<file path="src/pkg/sweep_ramp_map.vh">
// Register map, field positions, reset values and timing for the sweep and amplitude ramp block
`ifndef SWEEP_RAMP_MAP_VH
`define SWEEP_RAMP_MAP_VH
// Register indices (printed offsets)
`define ADDR_AMP_CTRL 5'h06
`define ADDR_INTERVALS 5'h07
`define ADDR_RISE_STEP 5'h08
`define ADDR_FALL_STEP 5'h09
`define ADDR_END_WORD 5'h0a
`define ADDR_START_WORD 5'h04
`define ADDR_CHAN_CTRL 5'h03
// Channel function control fields
`define CFC_SWEEP_TYPE_HI 23
`define CFC_SWEEP_TYPE_LO 22
`define CFC_NO_DWELL 15
`define CFC_SWEEP_EN 14
`define CFC_AUTO_CLR_SWEEP 4
`define CFC_CONT_CLR_SWEEP 3
`define CFC_AUTO_CLR_PHASE 2
`define CFC_CONT_CLR_PHASE 1
// Sweep types
`define SWEEP_AMP 2'h1
`define SWEEP_FREQ 2'h2
`define SWEEP_PHASE 2'h3
// Amplitude ramp control fields
`define ARC_RATE_HI 23
`define ARC_RATE_LO 16
`define ARC_STEP_HI 15
`define ARC_STEP_LO 14
`define ARC_MULT_EN 12
`define ARC_AUTO 11
`define ARC_LOAD_TIMER 10
`define ARC_SCALE_HI 9
`define ARC_SCALE_LO 0
// Interval register fields
`define INT_FALL_HI 15
`define INT_FALL_LO 8
`define INT_RISE_HI 7
`define INT_RISE_LO 0
// Reset values
`define RST_CHAN_CTRL 24'h000000
`define RST_AMP_CTRL 24'h000000
`define RST_INTERVALS 16'h0101
`define RST_WORD 32'h00000000
// Sync clock: system clock divided by four
`define SYNC_DIV 2'h3
`endif

</file>
<file path="src/verilog/sweep_and_amplitude_ramp.v">
// Linear sweep engine, accumulator clearing and amplitude scale ramp for one synthesizer channel
//
// Overview of operation
// [RULE_01] Step word is 32 bits for frequency, 14 for phase, 10 for amplitude.
// [RULE_02] Rising and falling interval words are 8 bits, counted in sync-clock periods.
// [RULE_03] Rising direction uses rising step and interval; falling uses falling ones.
// [RULE_04] Accumulator overflow wraps and sweeping continues; software keeps steps small. The code clamps any step past the end value instead.
// [RULE_05] With no-dwell set, sweep accumulator returns to zero at end value.
// [RULE_06] Dwell per step equals interval word in sync periods, valid 1 to 255.
// [RULE_07] Step and interval words may be rewritten mid-sweep and take effect.
// [RULE_08] Software selects frequency sweep: type 10, level 00, sweep enable 1.
// [RULE_09] Profile rising edge applies rising step and loads rising interval.
// [RULE_10] Rising sweep accumulates until output equals end value, then holds.
// [RULE_11] Profile falling edge sweeps down with falling words to start value, then holds.
// [RULE_12] No-dwell: after reaching end, output reverts to start, waits for high profile.
// [RULE_13] No-dwell: falling step and falling interval have no effect.
// [RULE_14] Continuous-clear bits 3 and 1 hold sweep and phase accumulators at zero.
// [RULE_15] Auto-clear bits 4 and 2 clear accumulator once per update or profile change.
// [RULE_16] Multiplier enable low bypasses output scaling.
// [RULE_17] Mode 10 uses the software 10-bit scale field.
// [RULE_18] Mode 11 uses internal 10-bit counter, up with ramp pin high, down when low.
// [RULE_19] Scale counter steps at the 8-bit ramp rate field.
// [RULE_20] Step field 00,01,10,11 gives counter steps 1,2,4,8.
// [RULE_21] Automatic ramp stops at the programmed scale value, not full scale. The code ramps to full scale when that value is zero.
// [RULE_22] Ramp timer is 8-bit down counter reloading with rate on reaching one.
// [RULE_23] Load-timer bit also reloads ramp timer on update or profile change.
// [RULE_24] Start value from profile register 0, end from profile 1, MSB-aligned.
// [RULE_25] Writes sit in buffer until sync-sampled update moves them to active registers.
// [RULE_26] On sweep timer expiry add or subtract selected step, reload interval.
// [RULE_27] Scale counter saturates at zero and at its limit.
`include "sweep_ramp_map.vh"
`timescale 1ns/1ns
`default_nettype none

module sweep_and_amplitude_ramp #(
    parameter AW = 5
) (
    // Clock and reset
    input wire SYS_CLK,
    input wire SRST,
    // Register write port into the I/O buffer
    input wire WR_EN,
    input wire [AW-1:0] WR_ADDR,
    input wire [31:0] WR_DATA,
    input wire IO_UPDATE,
    // Register read port of active registers
    input wire [AW-1:0] RD_ADDR,
    output reg [31:0] RD_DATA,
    // Pins from the external controller
    input wire PROFILE_PIN,
    input wire RAMP_PIN,
    // Results
    output reg [31:0] SWEEP_VALUE,
    output reg [9:0] SCALE_FACTOR,
    output reg SCALE_BYPASS,
    output reg CLEAR_PHASE,
    output reg SYNC_CLK_OUT
);

    // Inactive buffer copies
    reg [23:0] buf_cfc_q;
    reg [23:0] buf_arc_q;
    reg [15:0] buf_int_q;
    reg [31:0] buf_rise_q;
    reg [31:0] buf_fall_q;
    reg [31:0] buf_start_q;
    reg [31:0] buf_end_q;
    // Active registers
    reg [23:0] cfc_q;
    reg [23:0] arc_q;
    reg [15:0] int_q;
    reg [31:0] rise_q;
    reg [31:0] fall_q;
    reg [31:0] start_q;
    reg [31:0] end_q;

    // Sync clock divider
    // The free-running count restarts at reset so the sync phase is repeatable
    // Everything below that moves sweep or ramp state, except a continuous sweep clear, waits for the tick at count three
    reg [1:0] div_q;
    wire sync_tick = (div_q == `SYNC_DIV);

    // Three-stage synchronisers for pins
    // Two agreeing stages filter a single-cycle glitch on a pin
    // The cost is about four system cycles of latency on every pin
    reg [2:0] upd_s_q;
    reg [2:0] prof_s_q;
    reg [2:0] ramp_s_q;
    reg upd_lvl_q;
    reg prof_lvl_q;
    reg ramp_lvl_q;
    reg upd_prev_q;
    reg prof_prev_q;
    reg upd_pend_q;
    reg prof_chg_pend_q;
    reg prof_rise_pend_q;
    reg prof_fall_pend_q;

    always @(posedge SYS_CLK) begin
        if (SRST) begin
            div_q <= 2'h0;
            upd_s_q <= 3'h0;
            prof_s_q <= 3'h0;
            ramp_s_q <= 3'h0;
            upd_lvl_q <= 1'b0;
            prof_lvl_q <= 1'b0;
            ramp_lvl_q <= 1'b0;
        end else begin
            div_q <= div_q + 2'h1;
            upd_s_q <= {upd_s_q[1:0], IO_UPDATE};
            prof_s_q <= {prof_s_q[1:0], PROFILE_PIN};
            ramp_s_q <= {ramp_s_q[1:0], RAMP_PIN};
            // A change counts once stages two and three agree
            if (upd_s_q[1] == upd_s_q[2]) upd_lvl_q <= upd_s_q[2];
            if (prof_s_q[1] == prof_s_q[2]) prof_lvl_q <= prof_s_q[2];
            if (ramp_s_q[1] == ramp_s_q[2]) ramp_lvl_q <= ramp_s_q[2];
        end
    end

    // Events caught at system rate, consumed at the next sync tick
    // A pending flag set in the very cycle of a tick survives to the next tick
    // Set wins over clear, so an edge is never lost between ticks
    always @(posedge SYS_CLK) begin
        if (SRST) begin
            upd_prev_q <= 1'b0;
            prof_prev_q <= 1'b0;
            upd_pend_q <= 1'b0;
            prof_chg_pend_q <= 1'b0;
            prof_rise_pend_q <= 1'b0;
            prof_fall_pend_q <= 1'b0;
        end else begin
            upd_prev_q <= upd_lvl_q;
            prof_prev_q <= prof_lvl_q;
            // Update is sampled on the sync clock edge
            // A pulse of two or more system cycles, though shorter than a sync period, is still caught: its edge sets a pending flag
            if (sync_tick) upd_pend_q <= 1'b0;
            if (upd_lvl_q && !upd_prev_q) upd_pend_q <= 1'b1; // see [RULE_25]
            if (sync_tick) begin
                prof_chg_pend_q <= 1'b0;
                prof_rise_pend_q <= 1'b0;
                prof_fall_pend_q <= 1'b0;
            end
            if (prof_lvl_q != prof_prev_q) begin
                prof_chg_pend_q <= 1'b1;
                prof_rise_pend_q <= prof_lvl_q;
                prof_fall_pend_q <= !prof_lvl_q;
            end
        end
    end

    wire upd_ev = sync_tick && upd_pend_q;
    wire prof_chg = sync_tick && prof_chg_pend_q;
    wire prof_rise = sync_tick && prof_rise_pend_q;
    wire prof_fall = sync_tick && prof_fall_pend_q;

    // Buffer writes, then transfer on update
    // Writes never disturb the running sweep until an update moves them across
    // Unmapped indices are dropped silently
    always @(posedge SYS_CLK) begin
        if (SRST) begin
            buf_cfc_q <= `RST_CHAN_CTRL;
            buf_arc_q <= `RST_AMP_CTRL;
            buf_int_q <= `RST_INTERVALS;
            buf_rise_q <= `RST_WORD;
            buf_fall_q <= `RST_WORD;
            buf_start_q <= `RST_WORD;
            buf_end_q <= `RST_WORD;
            cfc_q <= `RST_CHAN_CTRL;
            arc_q <= `RST_AMP_CTRL;
            int_q <= `RST_INTERVALS;
            rise_q <= `RST_WORD;
            fall_q <= `RST_WORD;
            start_q <= `RST_WORD;
            end_q <= `RST_WORD;
        end else begin
            if (WR_EN) begin
                case (WR_ADDR)
                    `ADDR_CHAN_CTRL: buf_cfc_q <= WR_DATA[23:0];
                    `ADDR_AMP_CTRL: buf_arc_q <= WR_DATA[23:0];
                    `ADDR_INTERVALS: buf_int_q <= WR_DATA[15:0];
                    `ADDR_RISE_STEP: buf_rise_q <= WR_DATA;
                    `ADDR_FALL_STEP: buf_fall_q <= WR_DATA;
                    `ADDR_START_WORD: buf_start_q <= WR_DATA;
                    `ADDR_END_WORD: buf_end_q <= WR_DATA;
                    default: ;
                endcase
            end
            // Step and interval words land mid-sweep too, allowing piecewise ramps
            if (upd_ev) begin // see [RULE_25] see [RULE_07]
                cfc_q <= buf_cfc_q;
                arc_q <= buf_arc_q;
                int_q <= buf_int_q;
                rise_q <= buf_rise_q;
                fall_q <= buf_fall_q;
                start_q <= buf_start_q;
                end_q <= buf_end_q;
            end
        end
    end

    // Read back active state
    // Only active copies are visible; the buffer cannot be read back
    always @(posedge SYS_CLK) begin
        if (SRST) begin
            RD_DATA <= 32'h00000000;
        end else begin
            case (RD_ADDR)
                `ADDR_CHAN_CTRL: RD_DATA <= {8'h00, cfc_q};
                `ADDR_AMP_CTRL: RD_DATA <= {8'h00, arc_q};
                `ADDR_INTERVALS: RD_DATA <= {16'h0000, int_q};
                `ADDR_RISE_STEP: RD_DATA <= rise_q;
                `ADDR_FALL_STEP: RD_DATA <= fall_q;
                `ADDR_START_WORD: RD_DATA <= start_q;
                `ADDR_END_WORD: RD_DATA <= end_q;
                default: RD_DATA <= 32'h00000000;
            endcase
        end
    end

    // Sweep width masks: phase and amplitude words are MSB-aligned
    // Low bits below the sweep width are ignored, as a narrower accumulator would
    wire [1:0] sweep_type = cfc_q[`CFC_SWEEP_TYPE_HI:`CFC_SWEEP_TYPE_LO];
    reg [31:0] mask;
    always @* begin
        case (sweep_type) // see [RULE_01] see [RULE_24]
            `SWEEP_PHASE: mask = 32'hfffc0000;
            `SWEEP_AMP: mask = 32'hffc00000;
            default: mask = 32'hffffffff;
        endcase
    end

    wire no_dwell = cfc_q[`CFC_NO_DWELL];
    wire sweep_en = cfc_q[`CFC_SWEEP_EN];
    wire [31:0] s_start = start_q & mask;
    wire [31:0] s_end = end_q & mask;
    wire [31:0] s_rise = rise_q & mask;
    wire [31:0] s_fall = fall_q & mask;

    // Sweep states
    // Hold keeps the output at the end or start value until the next profile edge
    // Idle shows the start value and waits for a rising edge
    localparam ST_IDLE = 2'h0;
    localparam ST_UP = 2'h1;
    localparam ST_DOWN = 2'h2;
    localparam ST_HOLD = 2'h3;
    reg [1:0] st_q;
    reg [31:0] acc_q;
    reg [7:0] stimer_q;
    wire [31:0] dist_up = s_end - s_start;
    wire [31:0] up_sum = acc_q + s_rise;
    // Clear requests are decoded per system cycle; the events carry the tick already
    wire clr_sweep = cfc_q[`CFC_CONT_CLR_SWEEP] ||
        (cfc_q[`CFC_AUTO_CLR_SWEEP] && (upd_ev || prof_chg));

    // Sweep engine: the accumulator holds the distance from the start value
    // Only the sync tick or a continuous clear moves it, so every dwell is a whole number of sync periods
    // A clear outranks a profile edge; an auto clear releases in the same tick
    always @(posedge SYS_CLK) begin
        if (SRST) begin
            st_q <= ST_IDLE;
            acc_q <= 32'h00000000;
            stimer_q <= 8'h01;
        end else if (clr_sweep) begin
            acc_q <= 32'h00000000; // see [RULE_14] see [RULE_15]
            // Continuous clear pins the engine idle; auto clear lets a rising edge start at once
            if (prof_rise && sweep_en && !cfc_q[`CFC_CONT_CLR_SWEEP]) begin
                st_q <= ST_UP; // see [RULE_09]
                stimer_q <= int_q[`INT_RISE_HI:`INT_RISE_LO]; // see [RULE_02]
            end else begin
                st_q <= ST_IDLE;
            end
        end else if (sync_tick && sweep_en) begin
            if (prof_rise) begin
                // Loading the full interval means the first step lands one dwell after the edge
                st_q <= ST_UP; // see [RULE_09]
                stimer_q <= int_q[`INT_RISE_HI:`INT_RISE_LO]; // see [RULE_02]
            end else if (prof_fall && !no_dwell) begin
                st_q <= ST_DOWN; // see [RULE_11] see [RULE_13]
                stimer_q <= int_q[`INT_FALL_HI:`INT_FALL_LO];
            end else if (st_q == ST_UP || st_q == ST_DOWN) begin
                if (stimer_q > 8'h01) begin
                    stimer_q <= stimer_q - 8'h01; // see [RULE_06]
                end else if (st_q == ST_UP) begin
                    stimer_q <= int_q[`INT_RISE_HI:`INT_RISE_LO]; // see [RULE_26] see [RULE_03]
                    // A step that would pass the end value, even by wrapping, is clamped onto it
                    if (acc_q == dist_up) begin
                        if (no_dwell) begin
                            acc_q <= 32'h00000000; // see [RULE_05] see [RULE_12]
                            st_q <= ST_IDLE;
                        end else begin
                            st_q <= ST_HOLD; // see [RULE_10]
                        end
                    end else if (up_sum - acc_q > dist_up - acc_q) begin
                        // A final partial step clamps onto the end value
                        acc_q <= dist_up;
                    end else begin
                        acc_q <= up_sum; // see [RULE_04]
                    end
                end else begin
                    // Falling clamps at zero so the output never undershoots the start value
                    stimer_q <= int_q[`INT_FALL_HI:`INT_FALL_LO]; // see [RULE_03]
                    if (acc_q == 32'h00000000) begin
                        st_q <= ST_HOLD; // see [RULE_11]
                    end else if (s_fall > acc_q) begin
                        acc_q <= 32'h00000000;
                    end else begin
                        acc_q <= acc_q - s_fall; // see [RULE_26]
                    end
                end
            end
        end
    end

    // Amplitude ramp: timer, counter, selection
    // The timer runs whenever the block is out of reset, not only in automatic mode,
    // so a change to automatic mode steps within one rate period
    // A rate of zero behaves like one: the timer expires on every tick
    reg [7:0] atimer_q;
    reg [9:0] acount_q;
    wire [7:0] arate = arc_q[`ARC_RATE_HI:`ARC_RATE_LO];
    wire [9:0] alimit = arc_q[`ARC_SCALE_HI:`ARC_SCALE_LO];
    wire [10:0] astep = 11'h001 << arc_q[`ARC_STEP_HI:`ARC_STEP_LO]; // see [RULE_20]
    wire [10:0] a_up = {1'b0, acount_q} + astep;
    wire [10:0] lim_ext = (alimit == 10'h000) ? 11'h3ff : {1'b0, alimit};
    wire a_auto = arc_q[`ARC_MULT_EN] && arc_q[`ARC_AUTO];
    wire a_tick = (atimer_q <= 8'h01);

    always @(posedge SYS_CLK) begin
        if (SRST) begin
            atimer_q <= 8'h01;
            acount_q <= 10'h000;
        end else if (sync_tick) begin
            // A forced load restarts the full rate period
            if (arc_q[`ARC_LOAD_TIMER] && (upd_ev || prof_chg)) begin
                atimer_q <= arate; // see [RULE_23]
            end else if (a_tick) begin
                atimer_q <= arate; // see [RULE_22]
            end else begin
                atimer_q <= atimer_q - 8'h01; // see [RULE_19]
            end
            if (a_auto && a_tick) begin
                if (ramp_lvl_q) begin
                    // Limit defaults to full scale when the scale field is zero
                    acount_q <= (a_up > lim_ext) ? lim_ext[9:0] : a_up[9:0]; // see [RULE_18] see [RULE_21] see [RULE_27]
                end else begin
                    acount_q <= ({1'b0, acount_q} < astep) ? 10'h000 : acount_q - astep[9:0]; // see [RULE_27]
                end
            end
        end
    end

    // Registered outputs
    // Each output is a flop, so results trail the internal state by one cycle
    // The phase clear is a level for continuous clear and a one-cycle pulse for auto clear
    always @(posedge SYS_CLK) begin
        if (SRST) begin
            SWEEP_VALUE <= 32'h00000000;
            SCALE_FACTOR <= 10'h000;
            SCALE_BYPASS <= 1'b1;
            CLEAR_PHASE <= 1'b0;
            SYNC_CLK_OUT <= 1'b0;
        end else begin
            SWEEP_VALUE <= s_start + acc_q;
            SCALE_BYPASS <= !arc_q[`ARC_MULT_EN]; // see [RULE_16]
            SCALE_FACTOR <= a_auto ? acount_q : alimit; // see [RULE_17]
            CLEAR_PHASE <= cfc_q[`CFC_CONT_CLR_PHASE] ||
                (cfc_q[`CFC_AUTO_CLR_PHASE] && (upd_ev || prof_chg)); // see [RULE_14] see [RULE_15]
            SYNC_CLK_OUT <= !div_q[1];
        end
    end

endmodule // sweep_and_amplitude_ramp
`default_nettype wire

</file>
<file path="config.mk">
export PLATFORM = sky130hd
export DESIGN_NAME = sweep_and_amplitude_ramp
export DESIGN_NICKNAME = d
export VERILOG_FILES = /design/src/verilog/sweep_and_amplitude_ramp.v
export VERILOG_INCLUDE_DIRS = /design/src /design/src/pkg
export SDC_FILE = /design/constraint.sdc
export NUM_CORES = 2
export LEC_CHECK = 0
export BUFFER_PORTS_ARGS = -buffer_cell sky130_fd_sc_hd__buf_4
export CAP_MARGIN = 10
export CORE_MARGIN = 5
export CORE_UTILIZATION = 55
export DETAILED_ROUTE_END_ITERATION = 8
export PLACE_DENSITY = 0.72
export SLEW_MARGIN = 30
export SYNTH_ARGS = -nofsm -noshare
export SYNTH_HDL_FRONTEND = slang
export SYNTH_SLANG_ARGS = --single-unit
</file>
<file path="constraint.sdc">
create_clock -name SYS_CLK -period 20.3 [get_ports SYS_CLK]
set_input_delay 2.03 -clock SYS_CLK [delete_from_list [all_inputs] [get_ports SYS_CLK]]
set_output_delay 2.03 -clock SYS_CLK [all_outputs]
set_load 0.005 [all_outputs]
</file>
* Word-level counts from Yosys, hierarchy flattened
Cells that the tools add are included. Widths: inputs -> output; s select.
Word-level totals: register bits 541, output and inout bits 77, logic and storage cells 174
Operators by class: add/subtract/negate cells 11, magnitude comparators 6, equality and inequality tests 29, shifts and indexed selects 1, muxes and demuxes 39, bitwise gates (word level) 7, reduce and logical (&&, ||, !) cells 43
Operators with widths (count):
- $pmux 32 s7 | 1
- $mux 32 | 6
- $and 32x32->32 | 4
- $sub 32x32->32 | 4
- $mux 8 | 10
- $add 32x32->32 | 2
- $gt 32x32->1 | 2
- $mux 10 | 5
- $pmux 22 s2 | 1
- $eq 32x32->1 | 1
- $logic_not 32->1 | 1
- $eq 5x3->1 const B | 6
- $eq 5x4->1 const B | 6
- $mux 2 | 10
- $reduce_and 2->1 | 8
- $sub 8x1->8 const B | 2
- $logic_and 1x1->1 | 14
- $add 10x11->11 | 1
- $gt 11x10->1 | 1
- $lt 10x11->1 | 1
- $shl 1x2->11 const A | 1
- $eq 5x2->1 const B | 2
- $logic_not 10->1 | 1
- $sub 10x10->10 | 1
- other kinds (23) | 45

* Logic depth before layout (Yosys ltp)
depth after elaboration 13, mapped depth 37

* Least setup slack after synthesis
OpenSTA, ideal clock, no wires.
path kind reg2reg, start point reg cfc_q[22], end point reg acc_q[29], setup time 137 ps, arrival time 7668 ps, required time 20163 ps, setup slack 12495 ps, stages on the path, launching flop included 35, path buffers 3, cell sequence dfxtp_1 clkbuf_1 clkbuf_1 nor2b_1 ha_1 fa_1 a211oi_1 o21ai_0 a41oi_1 o211ai_1 a21oi_1 nor2_1 o311ai_0 ha_1 a2111o_1 or2_2 a221o_1 nor3_1 o21bai_1 nand2_1 nand2_1 a21o_1 a21oi_1 xnor2_1 ha_1 a21oi_1 o21a_1 a21oi_1 a221o_1 a2111oi_0 a21oi_1 clkbuf_1 or3b_2 nand4_1 a31oi_1
On the way: longest elaborated chain between the ends 9
Ends and longest elaborated chain:
- start, declared | line sweep_and_amplitude_ramp.v:69 | reg [23:0] cfc_q;
- start signal, assigned | line sweep_and_amplitude_ramp.v:168 | cfc_q <= `RST_CHAN_CTRL;
- start signal, assigned | line sweep_and_amplitude_ramp.v:190 | cfc_q <= buf_cfc_q;
- $eq 2x1->1 or $eq 2x2->1 (tied branches) | line sweep_and_amplitude_ramp.v:225 | case (sweep_type)
- $pmux 22 s2 * | line sweep_and_amplitude_ramp.v:225
- $and 32x32->32 (on tied branches) | line sweep_and_amplitude_ramp.v:236, sweep_and_amplitude_ramp.v:234, sweep_and_amplitude_ramp.v:235
- $add 32x32->32 or $sub 32x32->32 (tied branches) | line sweep_and_amplitude_ramp.v:250, sweep_and_amplitude_ramp.v:249
- $sub 32x32->32 | line sweep_and_amplitude_ramp.v:293 | end else if (up_sum - acc_q > dist_up - acc_q) begin
- $gt 32x32->1 | line sweep_and_amplitude_ramp.v:293
- $mux 32 | line sweep_and_amplitude_ramp.v:293
- $mux 32 | line sweep_and_amplitude_ramp.v:286 | if (acc_q == dist_up) begin
- $mux 32 | line sweep_and_amplitude_ramp.v:283 | end else if (st_q == ST_UP) begin
- end signal, assigned | line sweep_and_amplitude_ramp.v:295 | acc_q <= dist_up;
- end signal, assigned | line sweep_and_amplitude_ramp.v:297 | acc_q <= up_sum;
- end signal, assigned | line sweep_and_amplitude_ramp.v:307 | acc_q <= acc_q - s_fall;
- end, declared | line sweep_and_amplitude_ramp.v:247 | reg [31:0] acc_q;
Every way passes the cells marked *; elsewhere a longest branch is shown, timed or not. The select of a mux whose other input is x is not followed. A chain may end at the register's enable or synchronous reset.

* Worst setup path after layout
Ends and elaborated chain as after synthesis.

==> flow_summary.yaml <==
outcome:
  status: "finished clean"
placed_design:
  finalWeightedCongestion: 0.980
  place_ws_ns: 10.99
  place.port_buffers: 124
  dpl.hpwl_mm: 72.6
clocking:
  cts_tree: "built"
  clk_latency_ns: 0.63
  h-tree-depth: 2
  clkSinkCount: 541
  ctsResizeCount: 0
  cts_hold_buf: 0
  root_buffer: "clkbuf_16"
  postCtsSetupRepairBufs: 0
  cts_buffers: 56
  clock_path_buffers: 3
  clk_pin_slew_ns: 0.06
global_routing:
  antenna_found_initial: 5
  grt_usage_pct: 30.9
  gr-total-overflow: 0
  grt_max_degree: 131
  grt_pass1_vias: 26595
  grt_pass1_wl_mm: 155
pwr:
  pwr-share-clk_pct: 48.5
  power.leakage_nw: 13.7
  ir_worst_vdd_mv: 0.0844
  p_comb_share_pct: 2.9
  netSwitchingPower_w: 0.000493
  p_seq_share_pct: 48.6
  p_int_w: 0.00170
  power_density_nw_per_um2: 63.1
  swShare_pct: 22.5
critical_path:
  cpPeakStageDelay_ns: 0.73
  r2r-start: "cfc_q[22]$_SDFFE_PP0P_"
  endpoint_kind: "flip-flop"
  worstRegToRegCells: 33
  r2r_slack_ns: 10.87
  arrival_ns: 9.91
  crit_fanout: 75
  worstSetupPathType: "flip-flop to flip-flop"
  cp-start-kind: "flip-flop"
  timing.rr.end: "acc_q[29]$_SDFFE_PP0P_"
  crit_path_top_delay_cell: "a2111oi_0"
  crit_required_ns: 20.78
logic_synthesis:
  synthFlopType: "dfxtp_1"
  synth.most_common_cell: "nand2_1"
  netlist_area_um2: 31500
  avgSynthCellArea_um2: 7.64
  ys_async_sr_fraction_pct: 0
  syn_nets: 4423
  ys_seq_area_share_pct: 34.4
  synth_common_cells: "nand2_1, a21oi_1, dfxtp_1"
  synthDistinctLibCells: 84
  ys_warn_count: 0
  synth-seq-cells: 541
  synth_edf_count: 0
  yosys-top-cells-area: "dfxtp_1, nand2_1, ha_1"
  synth_top_cell_area_share_pct: 34.4
  yosys.area.top_type: "dfxtp_1"
  synth_cells: 4122
drt:
  vias: 29583
  drc_errors: 0
  wl_per_cell_um: 20.6
  antenna_left: 0
  first_pass_iters: 6
  avgViaCountPerCell: 6.01
  wirelength_mm: 101
  first_iter_violations: 3335
min_path:
  min_to: "div_q[0]$_SDFF_PP0_"
  min_path_type: "flip-flop to flip-flop"
  whs_path_depth: 1
  worstHoldStart: "div_q[0]$_SDFF_PP0_"
timing:
  slew_viol_final: 0
  period_minus_slack_ns: 9.43
  rsz0062_at_grt: "no"
  finalSetupTns_ns: 0
  setup_violations: 0
  max_slew_margin_pct: 29.3
  min_period_over_period_pct: 46.5
  worst_slew_pin_slew_ns: 1.06
  final.setup_skew_ns: 0.0157
  timing.final.hold_violations: 0
  fin_ws_ns: 10.87
  max_clock_freq_mhz: 106
floorplanning:
  die_h_um: 249
  die_x_um: 249
  dieArea_um2: 62200
  fp.coreArea_um2: 56600
  rows: 87
  start_util_pct: 55.6
  ios: 125
layout:
  layout-area-overhead-vs-synth_pct: 10.6
  drive_gt1_share_pct: 7.03
  fill_cells: 5214
  nets: 4425
  diodes: 0
job:
  maxCapViolCount: 0
-- layer usage --
layer | global-route usage, % | part of all wire (%) | vias to the layer above
li1 | - | - | 14356
met1 | 46.4 | 45 | 13764
met2 | 44.4 | 41 | 1278
met3 | 6.45 | 10 | 181
met4 | 9.22 | 3.1 | 4
met5 | 0 | 0.032 | -
-- cell type report --
| type | count | area (um^2) | share of cell area [%] |
|---|---|---|---|
| Clock buffer | 82 | 1670 | 4.79 |
| Clock inverter | 18 | 244 | 0.700 |
| Inverter | 159 | 597 | 1.71 |
| Multi-Input combinational cell | 3213 | 19400 | 55.6 |
| Sequential cell | 541 | 10800 | 31.1 |
| Tap cell | 756 | 946 | 2.72 |
| Timing Repair Buffer | 153 | 1160 | 3.34 |
-- through the flow --
| step | power (W) | std cells | hold WS [ns] | instance area, um^2 | util (%) |
|---|---|---|---|---|---|
| 5_1_grt | 0.00225 | 4922 | 0.445 | 34800 | 61.5 |
| 2_1_floorplan | 0.00112 | 4122 | 0.397 | 31500 | - |
| 3_5_place_dp | 0.00115 | 4822 | 0.415 | 32900 | 58.1 |
| 3_3_place_gp | 0.00115 | 4822 | 0.409 | 32900 | 58.1 |
| 4_1_cts | 0.00220 | 4922 | 0.428 | 34800 | 61.5 |
| 6_report | 0.00220 | 4922 | 0.427 | 34800 | 61.5 |
-- kinds of logic (layout without fill, tap and decap cells) --
| logic type | Yosys count | after routing | synth area share, % |
|---|---|---|---|
| buffers and inverters | 368 | 412 | 4.42 |
| xor gates and xnor gates | 179 | 179 | 5.03 |
| muxes | 41 | 41 | 1.33 |
| and+or+nand+nor | 1566 | 1566 | 21.7 |
| adders and majority gates | 253 | 253 | 10.2 |
| AOI/OAI and AO/OA | 1174 | 1174 | 22.9 |
| DFF | 541 | 541 | 34.4 |
-- sequential cells by signal, summed over array words and instances (netlist names), 3 cells and up --
register and flops:
end_q 32, atimer_q 8, int_q 16, prof_s_q 3, buf_start_q 32, cfc_q 24
acount_q 10, buf_cfc_q 24, upd_s_q 3, fall_q 32, arc_q 24, start_q 32
rise_q 32, RD_DATA 32, buf_int_q 16, buf_end_q 32, ramp_s_q 3, stimer_q 8
buf_rise_q 32, buf_arc_q 24, buf_fall_q 32, SWEEP_VALUE 32, SCALE_FACTOR 10, acc_q 32
-- critical path, delay by kind of cell (launching register included) --
family / cells / cell delay [ns]
flip-flops: 1 / 0.31
XOR/XNOR: 1 / 0.14
AO/OA/AOI/OAI: 18 / 4.89
buffers and inverters: 2 / 0.86
AND/OR/NAND/NOR: 8 / 1.61
adder cells (fa/ha/maj): 4 / 1.43
-- how the worst max path moves through the flow --
stage / from / endpoint / slack (ns) / depth (start not counted)
2_1_floorplan: cfc_q[22]$_SDFFE_PP0P_ / acc_q[29]$_SDFFE_PP0P_ / 12.50 / 34
3_3_place_gp: cfc_q[22]$_SDFFE_PP0P_ / acc_q[30]$_SDFFE_PP0P_ / 11.22 / 34
3_5_place_dp: cfc_q[22]$_SDFFE_PP0P_ / acc_q[29]$_SDFFE_PP0P_ / 10.99 / 32
4_1_cts: cfc_q[22]$_SDFFE_PP0P_ / acc_q[29]$_SDFFE_PP0P_ / 10.96 / 33
5_1_grt: cfc_q[22]$_SDFFE_PP0P_ / acc_q[25]$_SDFFE_PP0P_ / 10.19 / 34
6_report: cfc_q[22]$_SDFFE_PP0P_ / acc_q[29]$_SDFFE_PP0P_ / 10.87 / 33
-- cell usage in the layout (no fill, tap or decap), types with 8 or more instances in the layout --
cell,n
a22oi_1,38
ha_1,245
nand4_1,27
nor4_1,16
a21o_1,73
nor2b_1,80
o22ai_1,10
nand3_1,45
o221ai_1,12
clkbuf_16,57
clkbuf_1,10
a31oi_1,42
xnor2_1,114
o31ai_1,9
or3_1,14
xor2_1,64
fa_1,8
mux2i_1,35
a211oi_1,40
inv_1,159
buf_4,150
clkbuf_8,15
o211ai_1,15
nor3_1,43
nand2_1,942
a21oi_1,601
o21ai_0,134
and3_1,13
nand2b_1,74
a222oi_1,36
nor2_1,233
and2_1,20
o211a_1,9
o21a_1,37
o21bai_1,23
dfxtp_1,540
-- power groups by stage --
stage	Combinational [W]	Clock, W	Sequential (W)
floorplan	0.0000334	0	0.00109
global placement	0.0000614	0	0.00109
detailed placement	0.0000617	0	0.00109
CTS	0.0000618	0.00107	0.00107
global route	0.0000672	0.00112	0.00107
finish	0.0000633	0.00107	0.00107
Power figures use the tool's default switching activity.
